--- src/design/raster_pixel_pkg.sv ---
package raster_pixel_pkg;

   // ------------------------------------------------------------
   // register map and field layout
   // ------------------------------------------------------------
   localparam logic [3:0] CTRL_ADDR = 4'h0;
   localparam logic [3:0] STATUS_ADDR = 4'h4;
   localparam int UNPACK_BIT = 24;
   localparam int WIDE_MAP_BIT = 23;
   localparam int HALF_BYTE_BIT = 22;
   localparam int LOAD_SEL_LSB = 20;
   localparam int HOLD_LSB = 12;
   localparam int HOLD_W = 8;
   localparam int PANEL_BIT = 7;
   localparam int ENABLE_BIT = 0;
   // reserved bits 31:25 and 11:10 read as zero
   localparam logic [31:0] CTRL_RW_MASK = 32'h01fff3ff;
   localparam logic [31:0] CTRL_RESET = 32'h00000000;

   // ------------------------------------------------------------
   // input fifo hold-off
   // ------------------------------------------------------------
   localparam int LOAD_CNT_W = 5;
   localparam logic [LOAD_CNT_W-1:0] LOAD_BURST = 5'h10;

   // ------------------------------------------------------------
   // types
   // ------------------------------------------------------------
   typedef enum logic [1:0] {
      LOAD_BOTH,
      LOAD_PALETTE,
      LOAD_DATA,
      LOAD_RESERVED
   } load_t;

   typedef enum logic [2:0] {
      DEPTH_1,
      DEPTH_2,
      DEPTH_4,
      DEPTH_8,
      DEPTH_12,
      DEPTH_16
   } depth_t;

   typedef struct packed {
      logic isPalette;
      depth_t depth;
      logic [15:0] data;
   } fbWord_t;

   typedef struct packed {
      logic isPalette;
      logic [15:0] lines;
   } panelWord_t;

endpackage

--- src/design/raster_pixel_format_control.sv ---
`timescale 1ns/10ps
`default_nettype none

module raster_pixel_format_control #(
   parameter int ADDR_W = 4
) (
   input wire logic clk,
   input wire logic rst_n,
   input wire logic [ADDR_W-1:0] regAddr,
   input wire logic [31:0] regWdata,
   input wire logic regWrite,
   input wire logic regRead,
   output logic [31:0] regRdata,
   input wire raster_pixel_pkg::fbWord_t fbWord,
   input wire logic fbValid,
   output logic fbReady,
   input wire logic pixelTick,
   output logic dmaRequest,
   output logic [15:0] panelPixelLines,
   output logic panelIsPalette,
   output logic panelValid,
   input wire logic panelReady,
   output logic halfByteMode,
   output logic scanEnable
);

   // ------------------------------------------------------------
   // register file
   // ------------------------------------------------------------
   logic [31:0] ctrl_q, ctrl_d;
   logic [31:0] rdata_q, rdata_d;
   logic [31:0] statusWord;

   logic enable;
   logic unpack;
   logic wideMap;
   logic activePanel;
   raster_pixel_pkg::load_t loadSel;
   logic [raster_pixel_pkg::HOLD_W-1:0] holdSetting;

   assign enable = ctrl_q[raster_pixel_pkg::ENABLE_BIT];
   assign unpack = ctrl_q[raster_pixel_pkg::UNPACK_BIT];
   assign wideMap = ctrl_q[raster_pixel_pkg::WIDE_MAP_BIT];
   assign activePanel = ctrl_q[raster_pixel_pkg::PANEL_BIT];
   assign loadSel = raster_pixel_pkg::load_t'(ctrl_q[raster_pixel_pkg::LOAD_SEL_LSB +: 2]);
   assign holdSetting = ctrl_q[raster_pixel_pkg::HOLD_LSB +: raster_pixel_pkg::HOLD_W];

   // ------------------------------------------------------------
   // buffer and hold-off state
   // ------------------------------------------------------------
   raster_pixel_pkg::panelWord_t head_q, head_d;
   raster_pixel_pkg::panelWord_t spare_q, spare_d;
   logic headValid_q, headValid_d;
   logic spareValid_q, spareValid_d;
   logic ready_q, ready_d;
   logic [raster_pixel_pkg::LOAD_CNT_W-1:0] loaded_q, loaded_d;
   logic [raster_pixel_pkg::HOLD_W-1:0] hold_q, hold_d;
   logic dmaReq_q, dmaReq_d;

   raster_pixel_pkg::panelWord_t fmt;
   logic [11:0] rgb;
   logic keep;
   logic push;
   logic store;
   logic pop;

   assign statusWord = {14'h0000, spareValid_q, headValid_q, hold_q, 3'h0, loaded_q};

   always_comb begin
      ctrl_d = ctrl_q;
      rdata_d = 32'h00000000;
      if (regWrite && regAddr == ADDR_W'(raster_pixel_pkg::CTRL_ADDR)) begin
         ctrl_d = regWdata & raster_pixel_pkg::CTRL_RW_MASK;
      end
      // read data stands for one cycle only, unmapped reads give zero
      if (regRead) begin
         unique case (regAddr)
            ADDR_W'(raster_pixel_pkg::CTRL_ADDR): begin
               rdata_d = ctrl_q;
            end
            ADDR_W'(raster_pixel_pkg::STATUS_ADDR): begin
               rdata_d = statusWord;
            end
            default: begin
               rdata_d = 32'h00000000;
            end
         endcase
      end
   end

   // ------------------------------------------------------------
   // register file state
   // ------------------------------------------------------------
   always_ff @(posedge clk) begin
      if (!rst_n) begin
         ctrl_q <= raster_pixel_pkg::CTRL_RESET;
         rdata_q <= 32'h00000000;
      end else begin
         ctrl_q <= ctrl_d;
         rdata_q <= rdata_d;
      end
   end

   // ------------------------------------------------------------
   // pixel formatting
   // ------------------------------------------------------------
   always_comb begin
      rgb = fbWord.data[11:0];
      fmt.isPalette = fbWord.isPalette;
      fmt.lines = fbWord.data;
      if (!fbWord.isPalette) begin
         if (!activePanel) begin
            if (unpack && fbWord.depth == raster_pixel_pkg::DEPTH_12) begin
               rgb = {fbWord.data[15:12], fbWord.data[10:7], fbWord.data[4:1]};
            end else begin
               rgb = fbWord.data[11:0];
            end
            fmt.lines = {4'h0, rgb};
         end else begin
            unique case (fbWord.depth)
               raster_pixel_pkg::DEPTH_16: begin
                  // sixteen bit words already carry 5-6-5
                  fmt.lines = fbWord.data;
               end
               raster_pixel_pkg::DEPTH_12: begin
                  fmt.lines = {4'h0, fbWord.data[11:0]};
               end
               raster_pixel_pkg::DEPTH_1,
               raster_pixel_pkg::DEPTH_2,
               raster_pixel_pkg::DEPTH_4,
               raster_pixel_pkg::DEPTH_8: begin
                  if (wideMap) begin
                     fmt.lines = {fbWord.data[11:8], fbWord.data[11], fbWord.data[7:4],
                                  fbWord.data[7:6], fbWord.data[3:0], fbWord.data[3]};
                  end else begin
                     fmt.lines = {4'h0, fbWord.data[11:0]};
                  end
               end
               // depth codes six and seven name no mode
               default: begin
                  fmt.lines = {4'h0, fbWord.data[11:0]};
               end
            endcase
         end
      end
   end

   always_comb begin
      unique case (loadSel)
         raster_pixel_pkg::LOAD_PALETTE: keep = fbWord.isPalette;
         raster_pixel_pkg::LOAD_DATA: keep = !fbWord.isPalette;
         // reserved code behaves like palette and data
         default: keep = 1'b1;
      endcase
   end

   assign push = fbValid && ready_q;
   assign store = push && keep;
   assign pop = headValid_q && panelReady;

   // ------------------------------------------------------------
   // two-entry output buffer
   // ------------------------------------------------------------
   always_comb begin
      head_d = head_q;
      spare_d = spare_q;
      headValid_d = headValid_q && !pop;
      spareValid_d = spareValid_q;
      if (!headValid_d && spareValid_d) begin
         head_d = spare_q;
         headValid_d = 1'b1;
         spareValid_d = 1'b0;
      end
      if (store) begin
         if (headValid_d) begin
            spare_d = fmt;
            spareValid_d = 1'b1;
         end else begin
            head_d = fmt;
            headValid_d = 1'b1;
         end
      end
      if (!enable) begin
         head_d = '0;
         spare_d = '0;
         headValid_d = 1'b0;
         spareValid_d = 1'b0;
      end
      // registered ready: room must exist for a word next cycle
      ready_d = ctrl_d[raster_pixel_pkg::ENABLE_BIT] && enable && !spareValid_d;
   end

   // ------------------------------------------------------------
   // output buffer state
   // ------------------------------------------------------------
   always_ff @(posedge clk) begin
      if (!rst_n) begin
         head_q <= '0;
         spare_q <= '0;
         headValid_q <= 1'b0;
         spareValid_q <= 1'b0;
         ready_q <= 1'b0;
      end else begin
         head_q <= head_d;
         spare_q <= spare_d;
         headValid_q <= headValid_d;
         spareValid_q <= spareValid_d;
         ready_q <= ready_d;
      end
   end

   // ------------------------------------------------------------
   // dma request hold-off
   // ------------------------------------------------------------
   always_comb begin
      loaded_d = loaded_q;
      hold_d = hold_q;
      if (hold_q != '0 && pixelTick) begin
         hold_d = hold_q - 1'b1;
      end
      if (push) begin
         if (loaded_q == raster_pixel_pkg::LOAD_BURST - 1'b1) begin
            loaded_d = '0;
            hold_d = holdSetting;
         end else begin
            loaded_d = loaded_q + 1'b1;
         end
      end
      if (!enable) begin
         loaded_d = '0;
         hold_d = '0;
      end
      dmaReq_d = enable && hold_d == '0;
   end

   // ------------------------------------------------------------
   // hold-off state
   // ------------------------------------------------------------
   always_ff @(posedge clk) begin
      if (!rst_n) begin
         loaded_q <= '0;
         hold_q <= '0;
         dmaReq_q <= 1'b0;
      end else begin
         loaded_q <= loaded_d;
         hold_q <= hold_d;
         dmaReq_q <= dmaReq_d;
      end
   end

   // ------------------------------------------------------------
   // outputs
   // ------------------------------------------------------------
   assign regRdata = rdata_q;
   assign fbReady = ready_q;
   assign dmaRequest = dmaReq_q;
   assign panelPixelLines = head_q.lines;
   assign panelIsPalette = head_q.isPalette;
   assign panelValid = headValid_q;
   assign halfByteMode = ctrl_q[raster_pixel_pkg::HALF_BYTE_BIT];
   assign scanEnable = enable;

endmodule // raster_pixel_format_control

`default_nettype wire

--- config.mk ---
export PLATFORM = sky130hd
export DESIGN_NAME = raster_pixel_format_control
export DESIGN_NICKNAME = d
export VERILOG_FILES = /design/src/design/raster_pixel_pkg.sv /design/src/design/raster_pixel_format_control.sv
export SDC_FILE = /design/constraint.sdc
export NUM_CORES = 1
export LEC_CHECK = 0
export ABC_AREA = 1
export BUFFER_PORTS_ARGS = -buffer_cell sky130_fd_sc_hd__buf_2
export CAP_MARGIN = 15
export CORE_MARGIN = 3
export CORE_UTILIZATION = 45
export CTS_CLUSTER_DIAMETER = 60
export CTS_CLUSTER_SIZE = 30
export DETAILED_ROUTE_END_ITERATION = 7
export PLACE_DENSITY = 0.69
export SYNTH_ARGS = -nofsm -noshare
export SYNTH_HDL_FRONTEND = slang
export SYNTH_SLANG_ARGS = --single-unit
--- constraint.sdc ---
create_clock -name clk -period 3.3 [get_ports clk]
set_input_delay 0 -clock clk [delete_from_list [all_inputs] [get_ports clk]]
set_output_delay 0 -clock clk [all_outputs]
set_load 0.005 [all_outputs]
==> results of run 1 <==
-- final cells by class --
| type | count | area share (%) |
|---|---|---|
| Tap cell | 133 | 2.93 |
| Clock buffer | 12 | 2.38 |
| Multi-Input combinational cell | 413 | 37.5 |
| Timing Repair Buffer | 140 | 15.7 |
| Clock inverter | 4 | 0.463 |
| Sequential cell | 99 | 34.9 |
| Inverter | 92 | 6.13 |
-- synth_stat cells (5+ instances only) --
cell | number | share of area [%]
a31oi_1 | 10 | 1.4
buf_4 | 9 | 1.5
nand2_1 | 107 | 8.7
o21ai_1 | 6 | 0.65
mux2_2 | 5 | 1.2
inv_2 | 6 | 0.49
clkbuf_1 | 13 | 1.1
nand2_2 | 5 | 0.68
ha_1 | 5 | 1.4
nor2_1 | 33 | 2.7
nor3_1 | 24 | 2.6
o211ai_1 | 7 | 1.1
inv_1 | 85 | 6.9
o21bai_1 | 5 | 0.81
dfxtp_1 | 99 | 43
o21ai_0 | 72 | 7.8
nand3_1 | 43 | 4.7
a21oi_1 | 53 | 5.7
nand4_1 | 5 | 0.68
buf_2 | 13 | 1.4
-- cells by family after synthesis --
logic type | Yosys count | synth area share, %
XOR/XNOR | 1 | 0.189
multiplexers | 5 | 1.22
flip-flops | 99 | 42.8
other | 1 | 0.0811
adder cells (fa/ha/maj) | 5 | 1.35
AND/OR/NAND/NOR | 227 | 22.3
AO/OA/AOI/OAI | 168 | 20.3
buffers and inverters | 128 | 11.7
-- flip-flops by register name, summed over array words and instances (netlist names) --
name,flops
fbReady,1
hold_q,8
loaded_q,5
panelPixelLines,16
panelIsPalette,1
regRdata,25
dmaRequest,1
ctrl_q,23
spareValid_q,1
spare_q,17
panelValid,1
-- report_power, final --
part	switching [mW]	internal [mW]
Sequential	0.00427	1.20
Combinational	0.0865	0.0699
Clock	0.416	0.276
-- layout by cell type, fill, tap and decap left out, types with 9 or more instances in the layout --
cell / n
nor3_1: 24
nand2_1: 107
a21oi_1: 53
dlygate4sd3_1: 36
a31oi_1: 10
nor2_1: 33
inv_1: 85
clkbuf_8: 9
buf_2: 100
nand3_1: 43
o21ai_0: 72
dfxtp_1: 99
-- metrics by stage --
| stage | cells | hold WS, ps | total power, mW |
|---|---|---|---|
| floorplan | 640 | 138 | 1.30 |
| global placement | 841 | 277 | 1.35 |
| detailed placement | 841 | 282 | 1.35 |
| CTS | 893 | 0.0820 | 2.06 |
| global route | 893 | 29.0 | 2.13 |
| finish | 893 | 9.57 | 2.05 |
-- worst max path at each step --
stage	to	cells after the start	from	slack, ps
3_5_place_dp	panelPixelLines[0]	5	panelValid	1330
5_1_grt	dmaRequest	11	loaded_q[0]	1100
4_1_cts	panelPixelLines[0]	5	panelValid	1310
3_3_place_gp	panelPixelLines[14]	5	panelValid	1380
6_report	panelPixelLines[0]	5	panelValid	1300
2_1_floorplan	dmaRequest	12	loaded_q[0]	1790
-- worst min-delay path, stage by stage --
cell     delay [ps]
buf_2           180
o21ai_0         100
a21oi_1          40
-- routing by layer --
layer  vias to the layer above  global-route usage, %  share of wire [%]
met1                      2101                   30.3                 46
met2                       152                   34.2                 46
li1                       2330                      -                  -
met4                         0                   5.05                1.4
met5                         -                      0                  0
met3                        16                   5.52                7.2
==> run_results.csv, run 1 <==
group,metric,value,unit
synth,ys_seq_area_share,42.8,%
clocking,cts_tree,"built",
sta,drv_slew,0,
sta,setup_slack,1300,ps
floorplanning,die_h,107,um
synth,avgSynthCellArea,7.30,sq um
setup_path,setup.worst_path.start_class,"register",
min_path,holdPathEnd,"ctrl_q[5]",
clocking,cts.repair.resized,0,
sta,finalSetupViolCount,0,
layout,diodes,0,
synth,synth_seq_cells,99,
clocking,post_cts_buffers,0,
min_path,holdPathStages,3,
setup_path,cp_top_family,"simple AND/OR/NAND/NOR gates",
sta,rsz0062_at_grt,"no",
global_route,overflow,0,
clocking,clock_latency,360,ps
sta,period_share,60.6,%
outcome,status,"complete, no violations",
synth,ys_types,39,
setup_path,path_max_fanout,23,
clocking,clock-root-buffer,"clkbuf_8",
setup_path,slowest_delay,660,ps
layout,area_growth,22.7,%
sta,fin_crit,2000,ps
drt,wire_per_inst,13.9,um
clocking,ctsHoldBuffers,36,
sta,maxSlewHeadroom,39.2,%
global_route,grt_pass1_vias,4240,
layout,multiInputGateArea,2130,sq um
sta,max_freq,500,MHz
power,p_leak,2.60,nW
floorplanning,die-area,11500,sq um
global_route,grt_util_all_layers,21.8,%
global_route,antenna_found_initial,0,
global_route,grt_pass1_wl,20400,um
layout,final_area,5670,sq um
drt,wl,12400,um
layout,drive_gt1_share,19.2,%
layout,nNetsFinal,823,
setup_path,r2r_slack,1300,ps
setup_path,ff2ff_path_depth,5,
floorplanning,die_w,107,um
setup_path,path_class,"register to register",
placement,dp_slack,1330,ps
placement,port_buffers,100,
setup_path,worst_path_max_delay_cell,"nand2_1",
setup_path,rr_endpoint,"panelPixelLines[0]",
drt,drt_iter0_markers,391,
placement,dpl_cell_area,5150,sq um
drt,viasPerCell,5.15,
placement,gp_congestion,0.893,
flow_run,maxCapViolations,0,
floorplanning,start_util,46.9,%
floorplanning,rows,36,
floorplanning,core-area,9860,sq um
synth,yosys_warnings,0,
setup_path,crit_arrival,2230,ps
global_route,grt_max_degree,36,
setup_path,worst_setup_path_end_kind,"register",
setup_path,critical_path.cell_chain,"nand2_2 > nand2_1 > mux2_2 > o21ai_0 > a31oi_1",
clocking,htreeDepth,3,
layout,num-fill-cells,942,
drt,vias,4599,
min_path,hold_class,"input port to register",
synth,syn_inst,634,
power,vdd_ir_drop_max,0.280,mV
power,powerDensity,362,nW/um^2
drt,dr.pass1.iters,4,
drt,post-route-drc-count,0,
sta,skew,7.51,ps
drt,ant_nets,0,
layout,fin_util,57.5,%
min_path,hp-start,"rst_n",
synth,synth_edf_count,0,
synth,syn_area,4630,sq um
setup_path,cp_data_required_time,3530,ps
clocking,path_clk_slew,90,ps
clocking,cts_buffers,9,
placement,dpl.hpwl,8620,um
clocking,cts.sinks,99,
setup_path,cp.buffers_inverters,0,
clocking,cts_buffer_depth,2,
setup_path,r2r-start,"panelValid",
layout,regArea,1980,sq um
synth,ys.flop_type,"dfxtp_1",
sta,fin_tns_setup,0,ps
sta,tightest_slew,910,ps
floorplanning,io_pins,117,
synth,synth-async-reset-ratio,0,%
sta,finalHoldViolations,0,
No activity file was read; power rests on OpenSTA's default activity.
==> run 2: changes to the inputs <==
ABC_AREA = 0   (was 1)
PLACE_DENSITY = 0.7   (was 0.69)
clock period = 1.9 ns   (was 3.3 ns; I/O delays follow)
==> run 2 against run 1 <==
Compared with the run above:
- the run now ends with setup timing left
- sequential power increased by 74%
- core utilization rose by 6.2 points
- global-route usage is 0.17 points lower
- final area grew 0.33%
- register-to-register slack lost 1400 ps
- cell count down 18%
- via count decreased by 12%
- sequential cell count unchanged
- critical path type unchanged
- largest cell class unchanged
==> run_results.csv, run 2 <==
group,metric,value,unit
synth,syn_area,4260,sq um
synth,synthSimpleGateAreaFrac,20.2,%
global_route,antenna_found_initial,0,
synth,synth_area_leaders,"dfxtp_1 47%, nand2_1 5.8%, nor2_1 4.8%, mux2_2 4.5%, a211oi_1 4.4%",
synth,synth_top_family_by_area,"compound AO/OA/AOI/OAI gates",
layout,final_area,5690,sq um
synth,ys_seq_area_share,46.6,%
layout,layout.cells.most_common,"buf_2",
layout,mostFrequentLayoutCells,"100 x buf_2, 94 x dfxtp_1, 66 x nand2_1",
synth,avgSynthCellArea,8.98,sq um
clocking,cts_buffer_depth,2,
setup_path,worst_path_max_delay_cell,"or4_4",
setup_path,slowest_delay,540,ps
min_path,hp-start,"fbWord[5]",
setup_path,cp_top_family,"simple AND/OR/NAND/NOR gates",
setup_path,path_class,"register to register",
synth,synth_edf_count,0,
drt,vias,4052,
power,vdd_ir_drop_max,0.362,mV
power,powerDensity,643,nW/um^2
synth,synthMuxAreaShare,5.47,%
setup_path,crit_arrival,2290,ps
placement,dpl_cell_area,5060,sq um
clocking,cts.sinks,99,
min_path,holdPathEnd,"spare_q[5]",
sta,fin_tns_setup,-115,ps
global_route,grt_util_all_layers,21.6,%
outcome,status,"finished with violations",
synth,syn_inst,474,
synth,synth_compound_area_share,21.5,%
synth,yosysMostFrequentCell,"dfxtp_1",
placement,dpl.hpwl,7770,um
floorplanning,io_pins,117,
placement,gp_congestion,0.872,
setup_path,rr_endpoint,"dmaRequest",
power,p_leak,2.29,nW
sta,skew,17.1,ps
synth,synth_top_area_share,46.6,%
layout,largest_reg_flops,25,
sta,setup_slack,-115,ps
layout,drive_gt1_share,32.8,%
sta,drv_slew,0,
drt,post-route-drc-count,0,
min_path,holdPathStages,3,
synth,ys_top_cells_by_count,"99 x dfxtp_1, 66 x nand2_1, 54 x nor2_1",
synth,ys_types,66,
synth,yosys.area_share.xor_xnor,0.412,%
clocking,path_clk_slew,110,ps
setup_path,worst_setup_path_end_kind,"register",
setup_path,cp.buffers_inverters,0,
drt,viasPerCell,5.53,
drt,dr.pass1.iters,6,
outcome,violations,"setup timing",
min_path,hold_class,"input port to register",
setup_path,critical_path.cell_chain,"ha_4 > nand4b_1 > o31ai_1 > a31oi_1 > or4_4 > a2111oi_4",
global_route,overflow,0,
setup_path,r2r-start,"loaded_q[1]",
synth,ys.flop_type,"dfxtp_1",
placement,port_buffers,100,
global_route,grt_max_degree,35,
drt,wire_per_inst,16.0,um
sta,finalSetupViolCount,1,
setup_path,r2r_slack,-120,ps
layout,nNetsFinal,688,
sta,maxSlewHeadroom,54.3,%
flow_run,maxCapViolations,0,
synth,yosys_warnings,0,
synth,synth-async-reset-ratio,0,%
clocking,clock_latency,370,ps
clocking,clock-root-buffer,"clkbuf_8",
synth,synth_top_area_cell,"dfxtp_1",
global_route,grt_pass1_vias,3788,
sta,rsz0062_at_grt,"yes",
drt,drt_iter0_markers,307,
setup_path,path_max_fanout,5,
floorplanning,core-area,8930,sq um
setup_path,ff2ff_path_depth,6,
clocking,cts_buffers,9,
floorplanning,die_h,103,um
layout,area_growth,33.7,%
sta,finalHoldViolations,0,
global_route,grt_pass1_wl,18100,um
sta,period_share,106,%
drt,wl,11700,um
layout,diodes,0,
floorplanning,die_w,103,um
synth,synth_seq_cells,99,
sta,max_freq,496,MHz
sta,fin_crit,2020,ps
clocking,cts_tree,"built",
drt,ant_nets,0,
floorplanning,die-area,10700,sq um
floorplanning,rows,34,
floorplanning,start_util,47.6,%
clocking,htreeDepth,3,
synth,synth_fa_ha_area_share,1.47,%
setup_path,cp_data_required_time,2170,ps
sta,tightest_slew,686,ps
setup_path,setup.worst_path.start_class,"register",
## run 2: power breakdown
group          internal [mW]  total (mW)  leakage, nW  switching, mW
logic                  0.114       0.217         1.40          0.103
registers               2.08        2.09        0.800        0.00604
clock network          0.609        1.36       0.0885          0.747
## run 2: worst register-to-register path, cell delays in order (launching register included)
cell,delay (ps)
dfxtp_2,360
ha_4,140
nand4b_1,260
o31ai_1,340
a31oi_1,90
or4_4,540
a2111oi_4,190
## run 2: kinds of logic after synthesis
logic type	count (synthesis)
xor+xnor	2
buf+inv	41
simple gates	179
flops	99
mux	21
fa+ha+maj	5
other cells	1
compound gates	126
## run 2: what timing repair did
action,4_1_cts,5_1_grt
setup endpoints to repair,18,22
setup buffers,2,1
pin swaps,3,4
gates resized for setup,13,22
cloned,0,3
hold buffers,25,0
hold endpoints to repair,26,0
## run 2: worst max-delay path by stage
| stage | start | to | slack, ps | cells past startpoint |
|---|---|---|---|---|
| finish | loaded_q[1] | dmaRequest | -120 | 6 |
| global route | hold_q[1] | dmaRequest | -190 | 7 |
| CTS | loaded_q[1] | dmaRequest | -50 | 6 |
| detailed placement | ctrl_q[20] | spare_q[3] | -390 | 6 |
| global placement | ctrl_q[20] | spare_q[2] | -260 | 6 |
| floorplan | hold_q[0] | dmaRequest | 30 | 7 |
## run 2: cell type report
cell class                 count  area (sq um)
clock buffer                  10           128
clock inverter                 6          66.3
fill                         754          3240
inverter                       7          26.3
multi-input combinational    341          2280
sequential                    99          1990
tap                          108           135
timing repair buffer         162          1070
## run 2: stage by stage
step                std cells  power (mW)  hold WS, ps  setup WS [ps]  util (%)
floorplan                 480        2.21          135           29.8         -
finish                    733        3.66         34.8           -115      63.7
global route              733        3.80         38.9           -188      63.7
CTS                       729        3.68         9.45          -49.5      62.5
detailed placement        686        2.30          248           -389      56.7
global placement          686        2.30          242           -258      56.7
## run 2: layer usage
metal  routed length (um)  vias to the layer above  track usage, %
met5                    0                        -               0
met3                  717                       13            4.23
met2                 5340                      148            34.0
met1                 5470                     1909            29.8
met4                  174                        0            7.37
li1                     -                     1982               -
